==> config.mk <==
export PLATFORM = sky130hd
export DESIGN_NAME = spm_port
export DESIGN_NICKNAME = d
export VERILOG_FILES = /design/src/logic/spm_pkg.sv /design/src/logic/spm_port.sv
export SDC_FILE = /design/constraint.sdc
export NUM_CORES = 1
export LEC_CHECK = 0
export BUFFER_PORTS_ARGS = -buffer_cell sky130_fd_sc_hd__buf_4
export CAP_MARGIN = 20
export CORE_UTILIZATION = 59
export CTS_CLUSTER_SIZE = 40
export DETAILED_ROUTE_END_ITERATION = 10
export GPL_ROUTABILITY_DRIVEN = 0
export PLACE_DENSITY = 0.94
export RECOVER_POWER = 100
export SLEW_MARGIN = 20
export SYNTH_ARGS = -nofsm -noshare
export SYNTH_HDL_FRONTEND = slang
export SYNTH_SLANG_ARGS = --single-unit
==> constraint.sdc <==
create_clock -name clk_i -period 5.05 [get_ports clk_i]
set_clock_uncertainty 0.05 [all_clocks]
set_input_delay 1.01 -clock clk_i [delete_from_list [all_inputs] [get_ports clk_i]]
set_output_delay 1.01 -clock clk_i [all_outputs]
set_load 0.01 [all_outputs]
==> src/logic/spm_pkg.sv <==
// serial port mode and pin control: shared constants and types
// assumes a 20 MHz bus clock and a classic wishbone register port
package spm_pkg;

   ////////////////////////////////////////////////////////////////////////
   // timing
   localparam int CLK_NS = 50;
   localparam int SCK_HALF_NS = 200;
   localparam int HALF_CYC = (SCK_HALF_NS + CLK_NS - 1) / CLK_NS;
   localparam logic [2:0] HALF_LAST = 3'(HALF_CYC - 1);

   ////////////////////////////////////////////////////////////////////////
   // register byte offsets
   localparam logic [7:0] ADR_CTRL1 = 8'h00;
   localparam logic [7:0] ADR_CTRL2 = 8'h04;
   localparam logic [7:0] ADR_DATA = 8'h08;
   localparam logic [7:0] ADR_STAT = 8'h0c;
   localparam logic [7:0] ADR_MASK = 8'h10;

   // first control register fields
   localparam int C1_EN = 6;
   localparam int C1_MASTER_SELECT = 4;
   localparam int C1_CLOCK_POLARITY_SELECT = 3;
   localparam int C1_CLOCK_PHASE_SELECT = 2;
   localparam int C1_SELECT_OUTPUT_ENABLE = 1;
   localparam int C1_LOW_BIT_FIRST_ENABLE = 0;
   localparam logic [7:0] C1_IMPL = 8'h5f;
   localparam logic [7:0] CTRL1_RST = 8'h04;

   // option control register fields
   localparam int C2_MODF = 4;
   localparam int C2_SWOE = 3;
   localparam int C2_SWAI = 1;
   localparam int C2_SWSEL = 0;
   localparam logic [7:0] C2_IMPL = 8'h1b;
   localparam logic [7:0] CTRL2_RST = 8'h00;

   // status and mask fields
   localparam int ST_DONE = 0;
   localparam int ST_MODF = 1;
   localparam int ST_BUSY = 7;
   localparam logic [1:0] MASK_RST = 2'h0;

   // half-period index of a transfer
   localparam logic [4:0] H_LAST = 5'h0f;
   localparam logic [4:0] H_SLV_LATE = 5'h1f;

   // synchroniser bit positions
   localparam int PI_SCK = 3;
   localparam int PI_MOSI = 2;
   localparam int PI_MISO = 1;
   localparam int PI_SS = 0;

   ////////////////////////////////////////////////////////////////////////
   // types
   typedef struct packed {
      logic sck;
      logic mosi;
      logic miso;
      logic ss;
   } spm_pin_in_t;

   typedef struct packed {
      logic sck;
      logic sck_oe;
      logic mosi;
      logic mosi_oe;
      logic miso;
      logic miso_oe;
      logic ss;
      logic ss_oe;
   } spm_pin_out_t;

   typedef enum logic [1:0] {SPM_IDLE, SPM_MXFER, SPM_SXFER, SPM_SHOLD} spm_mode_t;

   typedef struct packed {
      logic [7:0] ctrl1;
      logic [7:0] ctrl2;
      logic [1:0] mask;
      logic [1:0] status;
      logic [7:0] txbuf;
      logic [7:0] rxbuf;
      logic [7:0] shreg;
      logic samp;
      spm_mode_t mode;
      logic [4:0] h;
      logic [2:0] div;
      logic [3:0] s1;
      logic [3:0] s2;
      logic [3:0] s3;
      logic [3:0] lvl;
      logic sck_prev;
      logic ack;
      logic [7:0] rdat;
   } spm_state_t;

endpackage

==> src/logic/spm_port.sv <==
// serial port mode and pin control: registers, transfer engine, pin muxing
// assumes pads resolve each pin from out/oe and that wait_mode_i is synchronous
//
// Local design decisions: the Wishbone register port and the register addresses.
`timescale 1ns/100ps
`default_nettype none

module spm_port (
   // clock and reset
   input wire logic clk_i,
   input wire logic rst_i,
   // wishbone slave
   input wire logic wb_cyc_i,
   input wire logic wb_stb_i,
   input wire logic wb_we_i,
   input wire logic [7:0] wb_adr_i,
   input wire logic [3:0] wb_sel_i,
   input wire logic [31:0] wb_dat_i,
   output logic [31:0] wb_dat_o,
   output logic wb_ack_o,
   // system
   input wire logic wait_mode_i,
   output logic irq_o,
   // serial pins
   input wire spm_pkg::spm_pin_in_t pins_i,
   output spm_pkg::spm_pin_out_t pins_o,
   output logic ss_gpio_o
);

   ////////////////////////////////////////////////////////////////////////
   // state and decoded controls
   spm_pkg::spm_state_t st;
   spm_pkg::spm_state_t next_st;

   logic en, master_select, clock_polarity_select, clock_phase_select, select_output_enable, low_bit_first_enable;
   logic modf, swoe, swai, swsel;
   logic run, sck_lvl, ss_lvl, rx_pin, sck_edge, ss_sel, modf_evt;
   logic req, wr, rd, wr0, tx_bit, mxfer, active;

   // control fields
   assign en = st.ctrl1[spm_pkg::C1_EN];
   assign master_select = st.ctrl1[spm_pkg::C1_MASTER_SELECT];
   assign clock_polarity_select = st.ctrl1[spm_pkg::C1_CLOCK_POLARITY_SELECT];
   assign clock_phase_select = st.ctrl1[spm_pkg::C1_CLOCK_PHASE_SELECT];
   assign select_output_enable = st.ctrl1[spm_pkg::C1_SELECT_OUTPUT_ENABLE];
   assign low_bit_first_enable = st.ctrl1[spm_pkg::C1_LOW_BIT_FIRST_ENABLE];
   assign modf = st.ctrl2[spm_pkg::C2_MODF];
   assign swoe = st.ctrl2[spm_pkg::C2_SWOE];
   assign swai = st.ctrl2[spm_pkg::C2_SWAI];
   assign swsel = st.ctrl2[spm_pkg::C2_SWSEL];

   // clocks stop in wait only when asked to
   assign run = !(swai && wait_mode_i);

   // filtered pin levels
   assign sck_lvl = st.lvl[spm_pkg::PI_SCK];
   assign ss_lvl = st.lvl[spm_pkg::PI_SS];
   assign sck_edge = sck_lvl != st.sck_prev;

   // received data pin by role and wiring
   always_comb begin
      if (master_select) begin
         rx_pin = swsel ? st.lvl[spm_pkg::PI_MOSI] : st.lvl[spm_pkg::PI_MISO];
      end else begin
         rx_pin = swsel ? st.lvl[spm_pkg::PI_MISO] : st.lvl[spm_pkg::PI_MOSI];
      end
   end

   // selection and fault detection
   assign ss_sel = en && !master_select && !ss_lvl;
   assign modf_evt = en && master_select && modf && !select_output_enable && !ss_lvl;

   // bus request decode
   assign req = wb_cyc_i && wb_stb_i && !st.ack;
   assign wr = req && wb_we_i;
   assign rd = req && !wb_we_i;
   assign wr0 = wr && wb_sel_i[0];

   // outgoing bit and clock phase
   assign tx_bit = low_bit_first_enable ? st.shreg[0] : st.shreg[7];
   assign mxfer = st.mode == spm_pkg::SPM_MXFER;
   assign active = st.h[0] ^ clock_phase_select;

   ////////////////////////////////////////////////////////////////////////
   // shift one bit in at the end that was not sent first
   function automatic logic [7:0] spm_shift(input logic [7:0] v, input logic b,
                                           input logic lsb);
      if (lsb) begin
         return {b, v[7:1]};
      end else begin
         return {v[6:0], b};
      end
   endfunction

   ////////////////////////////////////////////////////////////////////////
   // next state
   always_comb begin
      logic ev_done;
      logic [4:0] nh;
      ev_done = 1'b0;
      nh = st.h + 5'h01;
      next_st = st;

      // three-stage pin synchroniser, level moves when stages two and three agree
      next_st.s1 = pins_i;
      next_st.s2 = st.s1;
      next_st.s3 = st.s2;
      next_st.lvl = (~(st.s2 ^ st.s3) & st.s3) | ((st.s2 ^ st.s3) & st.lvl);
      next_st.sck_prev = sck_lvl;

      // bus answer one cycle after the request
      next_st.ack = req;

      // register writes
      if (wr0) begin
         unique case (wb_adr_i)
            spm_pkg::ADR_CTRL1: next_st.ctrl1 = wb_dat_i[7:0] & spm_pkg::C1_IMPL;
            spm_pkg::ADR_CTRL2: next_st.ctrl2 = wb_dat_i[7:0] & spm_pkg::C2_IMPL;
            spm_pkg::ADR_DATA: next_st.txbuf = wb_dat_i[7:0];
            spm_pkg::ADR_MASK: next_st.mask = wb_dat_i[1:0];
            default: ;
         endcase
      end

      // register reads, unmapped reads give zero
      if (rd) begin
         unique case (wb_adr_i)
            spm_pkg::ADR_CTRL1: next_st.rdat = st.ctrl1;
            spm_pkg::ADR_CTRL2: next_st.rdat = st.ctrl2 & spm_pkg::C2_IMPL;
            spm_pkg::ADR_DATA: next_st.rdat = st.rxbuf;
            spm_pkg::ADR_STAT: next_st.rdat = {st.mode != spm_pkg::SPM_IDLE, 5'h00, st.status};
            spm_pkg::ADR_MASK: next_st.rdat = {6'h00, st.mask};
            default: next_st.rdat = 8'h00;
         endcase
      end

      // transfer engine, frozen while the port clocks are stopped
      unique case (st.mode)
         spm_pkg::SPM_IDLE: begin
            next_st.h = 5'h00;
            next_st.div = 3'h0;
            if (run) begin
               if (en && master_select && wr0 && wb_adr_i == spm_pkg::ADR_DATA) begin
                  next_st.shreg = wb_dat_i[7:0];
                  next_st.mode = spm_pkg::SPM_MXFER;
               end else if (ss_sel) begin
                  next_st.shreg = st.txbuf;
                  // late phase: first edge only presents the first bit
                  next_st.h = clock_phase_select ? spm_pkg::H_SLV_LATE : 5'h00;
                  next_st.mode = spm_pkg::SPM_SXFER;
               end
            end
         end
         spm_pkg::SPM_MXFER: begin
            if (run) begin
               if (st.div == spm_pkg::HALF_LAST) begin
                  next_st.div = 3'h0;
                  next_st.h = nh;
                  // input read at the close of each bit: the pin synchroniser lags
                  // the far side by a whole half bit of four bus clocks, so the leading edge is too soon
                  if (st.h == spm_pkg::H_LAST) begin
                     next_st.rxbuf = spm_shift(st.shreg, rx_pin, low_bit_first_enable);
                     next_st.mode = spm_pkg::SPM_IDLE;
                     ev_done = 1'b1;
                  end else if (!nh[0]) begin
                     next_st.shreg = spm_shift(st.shreg, rx_pin, low_bit_first_enable);
                  end
               end else begin
                  next_st.div = st.div + 3'h1;
               end
            end
         end
         spm_pkg::SPM_SXFER: begin
            if (!ss_sel) begin
               next_st.mode = spm_pkg::SPM_IDLE;
            end else if (run && sck_edge) begin
               next_st.h = nh;
               if (nh == spm_pkg::H_LAST) begin
                  next_st.rxbuf = spm_shift(st.shreg, rx_pin, low_bit_first_enable);
                  next_st.mode = spm_pkg::SPM_SHOLD;
                  ev_done = 1'b1;
               end else if (nh[0]) begin
                  next_st.samp = rx_pin;
               end else if (nh != 5'h00) begin
                  next_st.shreg = spm_shift(st.shreg, st.samp, low_bit_first_enable);
               end
            end
         end
         spm_pkg::SPM_SHOLD: begin
            // wait for deselect before the next slave byte
            if (!ss_sel) begin
               next_st.mode = spm_pkg::SPM_IDLE;
            end
         end
      endcase

      // a mode fault drops the port back to slave and ends the transfer
      if (modf_evt) begin
         next_st.ctrl1[spm_pkg::C1_MASTER_SELECT] = 1'b0;
         next_st.mode = spm_pkg::SPM_IDLE;
      end

      // disabled port stays idle
      if (!en) begin
         next_st.mode = spm_pkg::SPM_IDLE;
      end

      // sticky events: a status read clears, a new event in the same cycle wins
      if (rd && wb_adr_i == spm_pkg::ADR_STAT) begin
         next_st.status = 2'h0;
      end
      if (ev_done) begin
         next_st.status[spm_pkg::ST_DONE] = 1'b1;
      end
      if (modf_evt) begin
         next_st.status[spm_pkg::ST_MODF] = 1'b1;
      end
   end

   ////////////////////////////////////////////////////////////////////////
   // state register
   always_ff @(posedge clk_i) begin
      if (rst_i) begin
         st <= '0;
         st.ctrl1 <= spm_pkg::CTRL1_RST;
         st.ctrl2 <= spm_pkg::CTRL2_RST;
         st.mask <= spm_pkg::MASK_RST;
         st.mode <= spm_pkg::SPM_IDLE;
      end else begin
         st <= next_st;
      end
   end

   ////////////////////////////////////////////////////////////////////////
   // pin drive
   always_comb begin
      pins_o = '0;
      // master drives the clock, idle level set by polarity
      pins_o.sck_oe = en && master_select;
      pins_o.sck = clock_polarity_select ^ (mxfer && active);
      // master data pin: always out on separate pins, by enable when shared
      pins_o.mosi = tx_bit;
      pins_o.mosi_oe = en && master_select && (!swsel || swoe);
      // slave data pin: driven while selected, by enable when shared
      pins_o.miso = tx_bit;
      pins_o.miso_oe = en && !master_select && !ss_lvl && (!swsel || swoe);
      // automatic select output, low during a master transfer
      pins_o.ss = !mxfer;
      pins_o.ss_oe = en && master_select && modf && select_output_enable;
   end

   // select pin handed to general-purpose control
   assign ss_gpio_o = master_select && !modf;

   // bus and interrupt outputs
   assign wb_dat_o = {24'h000000, st.rdat};
   assign wb_ack_o = st.ack;
   assign irq_o = |(st.status & st.mask);
endmodule

`default_nettype wire

Word-level counts from Yosys, hierarchy flattened. Index checks and enable logic that the tools add are counted.

Register bits after elaboration: 75. Input port bits: 54. Output and inout bits: 43.

Add/sub/neg operators: 2. Eq/ne operators: 27. Muxes and demuxes: 50. Bitwise gates (word level): 10. Reductions and logical operators: 53.

Operators with widths (number): 8-bit 2-to-1 mux (11); 8-bit case mux with 5 select lines (1); 16-bit 2-to-1 mux (2); 24-bit 2-to-1 mux (1); 8-bit case mux with 3 select lines (1); 2-bit inequality test (second input constant) (11); 1-bit logical AND (21); 7-bit 2-to-1 mux (3); 17-bit 2-to-1 mux (1); 8-bit by 4-bit equality test with 1-bit output (second input constant) (2); 8-bit case mux with 2 select lines (1); 5-bit 2-to-1 mux (3); 5-bit case mux with 3 select lines (1); 1-bit 2-to-1 mux (13); 2-bit 2-to-1 mux (6); 12-bit AND reduction (1); 5-bit by 4-bit equality test with 1-bit output (second input constant) (2); 10-bit 2-to-1 mux (1); 2-bit AND reduction (5); 5-bit AND reduction (2); 2-bit nonzero test (5); 1-bit logical NOT (9); 9-bit 2-to-1 mux (1); 3-bit inequality test (second input constant) (3); other kinds (29) (35).

Longest topological paths before layout.
Depth in word-level cells: 9. Mapped depth: 9. Gate-level depth less buffers: 8.

Worst setup path after synthesis. No wires, ideal clock.

Path type: input -> register. From: in wb_adr_i[2]. To: reg st[37] (netlist bit). Data arrival time: 3.060 ns. Required time: 4.877 ns. Setup slack: 1.817 ns. Stages: 7. Path through: buf_6 > or4b_4 > nor4_4 > o21ai_2 > a311o_1 > buf_6 > mux2_1.

Word-level cells in the longest chain between the ends: 5.

Ends and longest elaborated chain: start: declaration (RTL line spm_port.sv:16) `input wire logic [7:0] wb_adr_i,`; 8-bit by 4-bit equality test with 1-bit output (*) (RTL line spm_port.sv:143) `if (en && master_select && wr0 && wb_adr_i == spm_pkg::ADR_DATA) begin`; 1-bit logical AND (*) (RTL line spm_port.sv:143); 8-bit 2-to-1 mux (RTL line spm_port.sv:143); 8-bit 2-to-1 mux (RTL line spm_port.sv:142) `if (run) begin`; 8-bit case mux with 3 select lines (RTL line spm_port.sv:138) `unique case (st.mode)`; end signal: assignment (RTL line spm_port.sv:230) `st <= next_st;`; end: declaration (RTL line spm_port.sv:32) `spm_pkg::spm_state_t st;`.

Every way passes the cells marked *; elsewhere a longest branch is shown, timed or not. The select of a mux whose other input is x is not followed. A chain may end at the register's enable or synchronous reset.

Worst setup path in the final report. Ends and elaborated chain as after synthesis.

==> flow_summary_export.csv <==
group,metric,value,unit
finish,n_antenna_cell,0,
worst_setup_path,critPathLaunch,"wb_adr_i[2]",
finish,drive_gt1_share,12.35,%
logic_synthesis,synth_top_family_by_area,"simple AND/OR/NAND/NOR gates",
logic_synthesis,synth_compound_area_share,11.73,%
sta,worst_pin_slew,1119,ps
finish,syn_to_final_growth,5.539,%
logic_synthesis,synth_cells,487,
logic_synthesis,yosys.area.top_type,"dfxtp_1",
logic_synthesis,ys.flop_type,"dfxtp_1",
worst_setup_path,arrival,3970,ps
routing,post_drt_wl_per_cell,16.33,um
logic_synthesis,ys_top_cells_by_count,"dfxtp_1, nor2_1, nand2_1",
worst_setup_path,cp.required,5250,ps
floorplan,core,0.006869,sq mm
clock_tree,numCtsBuffers,9,
sta,rsz0062_at_grt,"false",
floorplan,die_y,86.84,um
worst_setup_path,crit_type,"in2reg",
routing,antenna_left,0,
run,maxCapViolCount,0,
clock_tree,cts.sinks,75,
logic_synthesis,yosysTopAreaCellShare,35.36,%
routing,drtIter0Drc,342,
sta,finalSetupViolCount,0,
grt,antenna_found_initial,0,
worst_setup_path,reg2reg_slack,1810,ps
grt,grt_max_degree,62,
worst_setup_path,worst-r2r-cell-count,6,
power_and_ir_drop,power_leakage,0.001835,uW
worst_setup_path,slowest_stage,"clkbuf_1",
logic_synthesis,synth_adder_area_share,2.652,%
worst_setup_path,worstSetupStartpointType,"input pin",
logic_synthesis,yosysUniqueCellTypes,63,
floorplan,die_w,86.84,um
finish,ff_latch_area,0.001501,sq mm
sta,tns,0,ps
logic_synthesis,yosysWarnings,0,
worst_setup_path,crit_path_end,"st[37]",
logic_synthesis,synth_xor_xnor_area_share,1.031,%
sta,finalCritPeriodShare,74.75,%
routing,vias_per_cell,5.893,
logic_synthesis,synth.avg_cell_area,8.720,sq um
logic_synthesis,synth_edf_count,0,
worst_setup_path,max_stage_delay,640,ps
worst_setup_path,crit_chain,"clkbuf_1 -> or4b_1 -> nor4_1 -> clkbuf_1 -> o21ai_0 -> a311o_1 -> mux2_1",
routing,wl,9.895,mm
power_and_ir_drop,powerDensity,251.4,mW/mm^2
worst_setup_path,crit_cells,7,
logic_synthesis,yosysMostFrequentCell,"dfxtp_1",
finish,stdcell_count,606,
min_path,hold_path_depth,1,
worst_setup_path,r2r_start,"st[34]",
logic_synthesis,ys_seq_area_share,35.36,%
finish,multiInputGateArea,0.002359,sq mm
grt,overflow,0,
clock_tree,clk_latency,360,ps
run_status,status,"complete, no violations",
sta,max_slew_margin,24.33,%
power_and_ir_drop,irDropWorstVdd,140.8,uV
clock_tree,cts-root-buf,"clkbuf_8",
logic_synthesis,synth_simple_gate_area_share,23.04,%
grt,grt_pass1_wl,15.70,mm
clock_tree,cts_setup_buffers,0,
worst_setup_path,rr_endpoint,"st[37]",
sta,fin_crit,3775,ps
power_and_ir_drop,fin_total_pwr,1127,uW
finish,layout.nets,568,
worst_setup_path,crit_top_cell,"clkbuf_1",
grt,grt_pass1_vias,3327,
worst_setup_path,critPathTopFamily,"simple AND/OR/NAND/NOR gates",
worst_setup_path,endpoint_kind,"flop",
place,io_buffers,45,
place,place_inst,590,
floorplan,die-area,0.007541,sq mm
logic_synthesis,ys_ff_latch,75,
grt,track_usage,26.90,%
clock_tree,cts_tree,"done",
logic_synthesis,ys_top_cells_by_area,"dfxtp_1, mux2i_1, buf_4, nor2_1, nand2_1",
worst_setup_path,path_buf_inv,2,
floorplan,rows,30,
routing,drc,0,
clock_tree,hold_buffers,0,
clock_tree,clk_pin_slew,80,ps
floorplan,start_util,61.82,%
sta,max_freq,264.9,MHz
logic_synthesis,synth_mux_area_share,15.73,%
sta,hold_viol_final,0,
place,hpwl,6.834,mm
logic_synthesis,async_reset_ff_share,0,%
clock_tree,cts_resized,0,
logic_synthesis,syn_area,0.004247,sq mm
clock_tree,htreeDepth,3,
clock_tree,clockBufferDepth,2,
floorplan,pin_count,97,
finish,nFillCells,565,
sta,slew_violations,0,
worst_setup_path,cp_max_fo,10,
routing,first_pass_iters,5,
routing,num_vias,3571,
min_path,hold_path.class,"reg2reg",
[layout by cell type (no fill, tap or decap), drive strengths merged, types with 4 or more instances in the layout]
cell	netlist	layout
inv	8	9
nor2b	19	19
a211oi	7	7
nor4b	7	7
nand3	4	4
a22oi	5	5
nor2	61	61
mux2	14	14
a32oi	4	4
o211ai	9	9
or4	5	5
buf	41	25
nand2	55	55
dfxtp	75	75
ha	9	9
o21ai	14	14
clkbuf	21	31
mux2i	51	51
a21oi	16	16
nor3	6	6
conb	1	24
[state kept, by name, summed over array words and instances, names as in the netlist, named ones only]
name and cells:
next_st 8, en 1, wb_ack_o 1, wb_dat_o 8
low_bit_first_enable 1, clock_phase_select 1, clock_polarity_select 1, modf 1
master_select 1, st 47, select_output_enable 1
[per-stage QoR]
stage               setup WS [ps]  util [%]  instance area, sq um  hold WS, ps
global placement             1708     63.88                  4388        366.2
CTS                          1856     66.81                  4589        396.9
detailed placement           1712     63.88                  4388        377.8
floorplan                    1817         -                  4333        363.8
finish                       1275     65.25                  4482        396.2
global route                 1233     65.25                  4482        406.2
[worst min path at each step]
stage	start	to	slack, ps
after global routing	next_st[18]	next_st[14]	410
after detailed placement	next_st[18]	next_st[14]	380
after floorplan	next_st[18]	next_st[14]	360
after global placement	next_st[20]	next_st[16]	370
after CTS	next_st[18]	next_st[14]	400
final	next_st[20]	next_st[16]	400
[where the power goes]
part	switching, uW	internal [uW]	total, uW
clock network	229	241	470
registers	2.20	596	598
logic	37.8	20.4	58.2
total	269	858	1130
[routing by layer]
layer / global-route usage [%] / vias up / share of wire [%]
li1: - / 1693 / -
met1: 33.75 / 1669 / 42
met2: 44.67 / 181 / 48
met3: 5.048 / 28 / 7.8
met4: 12.42 / 0 / 2.2
met5: 0 / - / 0
[area by class of cell]
type,count,share of cell area [%]
clock buffer,10,3.071
clock inverter,6,1.424
inverter,8,0.6700
multi-input combinational,365,52.62
sequential,75,33.50
tap,96,2.680
timing repair buffer,46,6.030
[logic make-up (layout without fill, tap and decap cells)]
logic type | after synthesis | in the layout
buffers and inverters | 70 | 70
flip-flops | 75 | 75
XOR/XNOR | 5 | 5
AO/OA/AOI/OAI | 73 | 73
AND/OR/NAND/NOR | 189 | 189
adder cells (fa/ha/maj) | 9 | 9
other | 1 | 24
multiplexers | 65 | 65
Note: power is estimated with default switching activity, not from simulation.
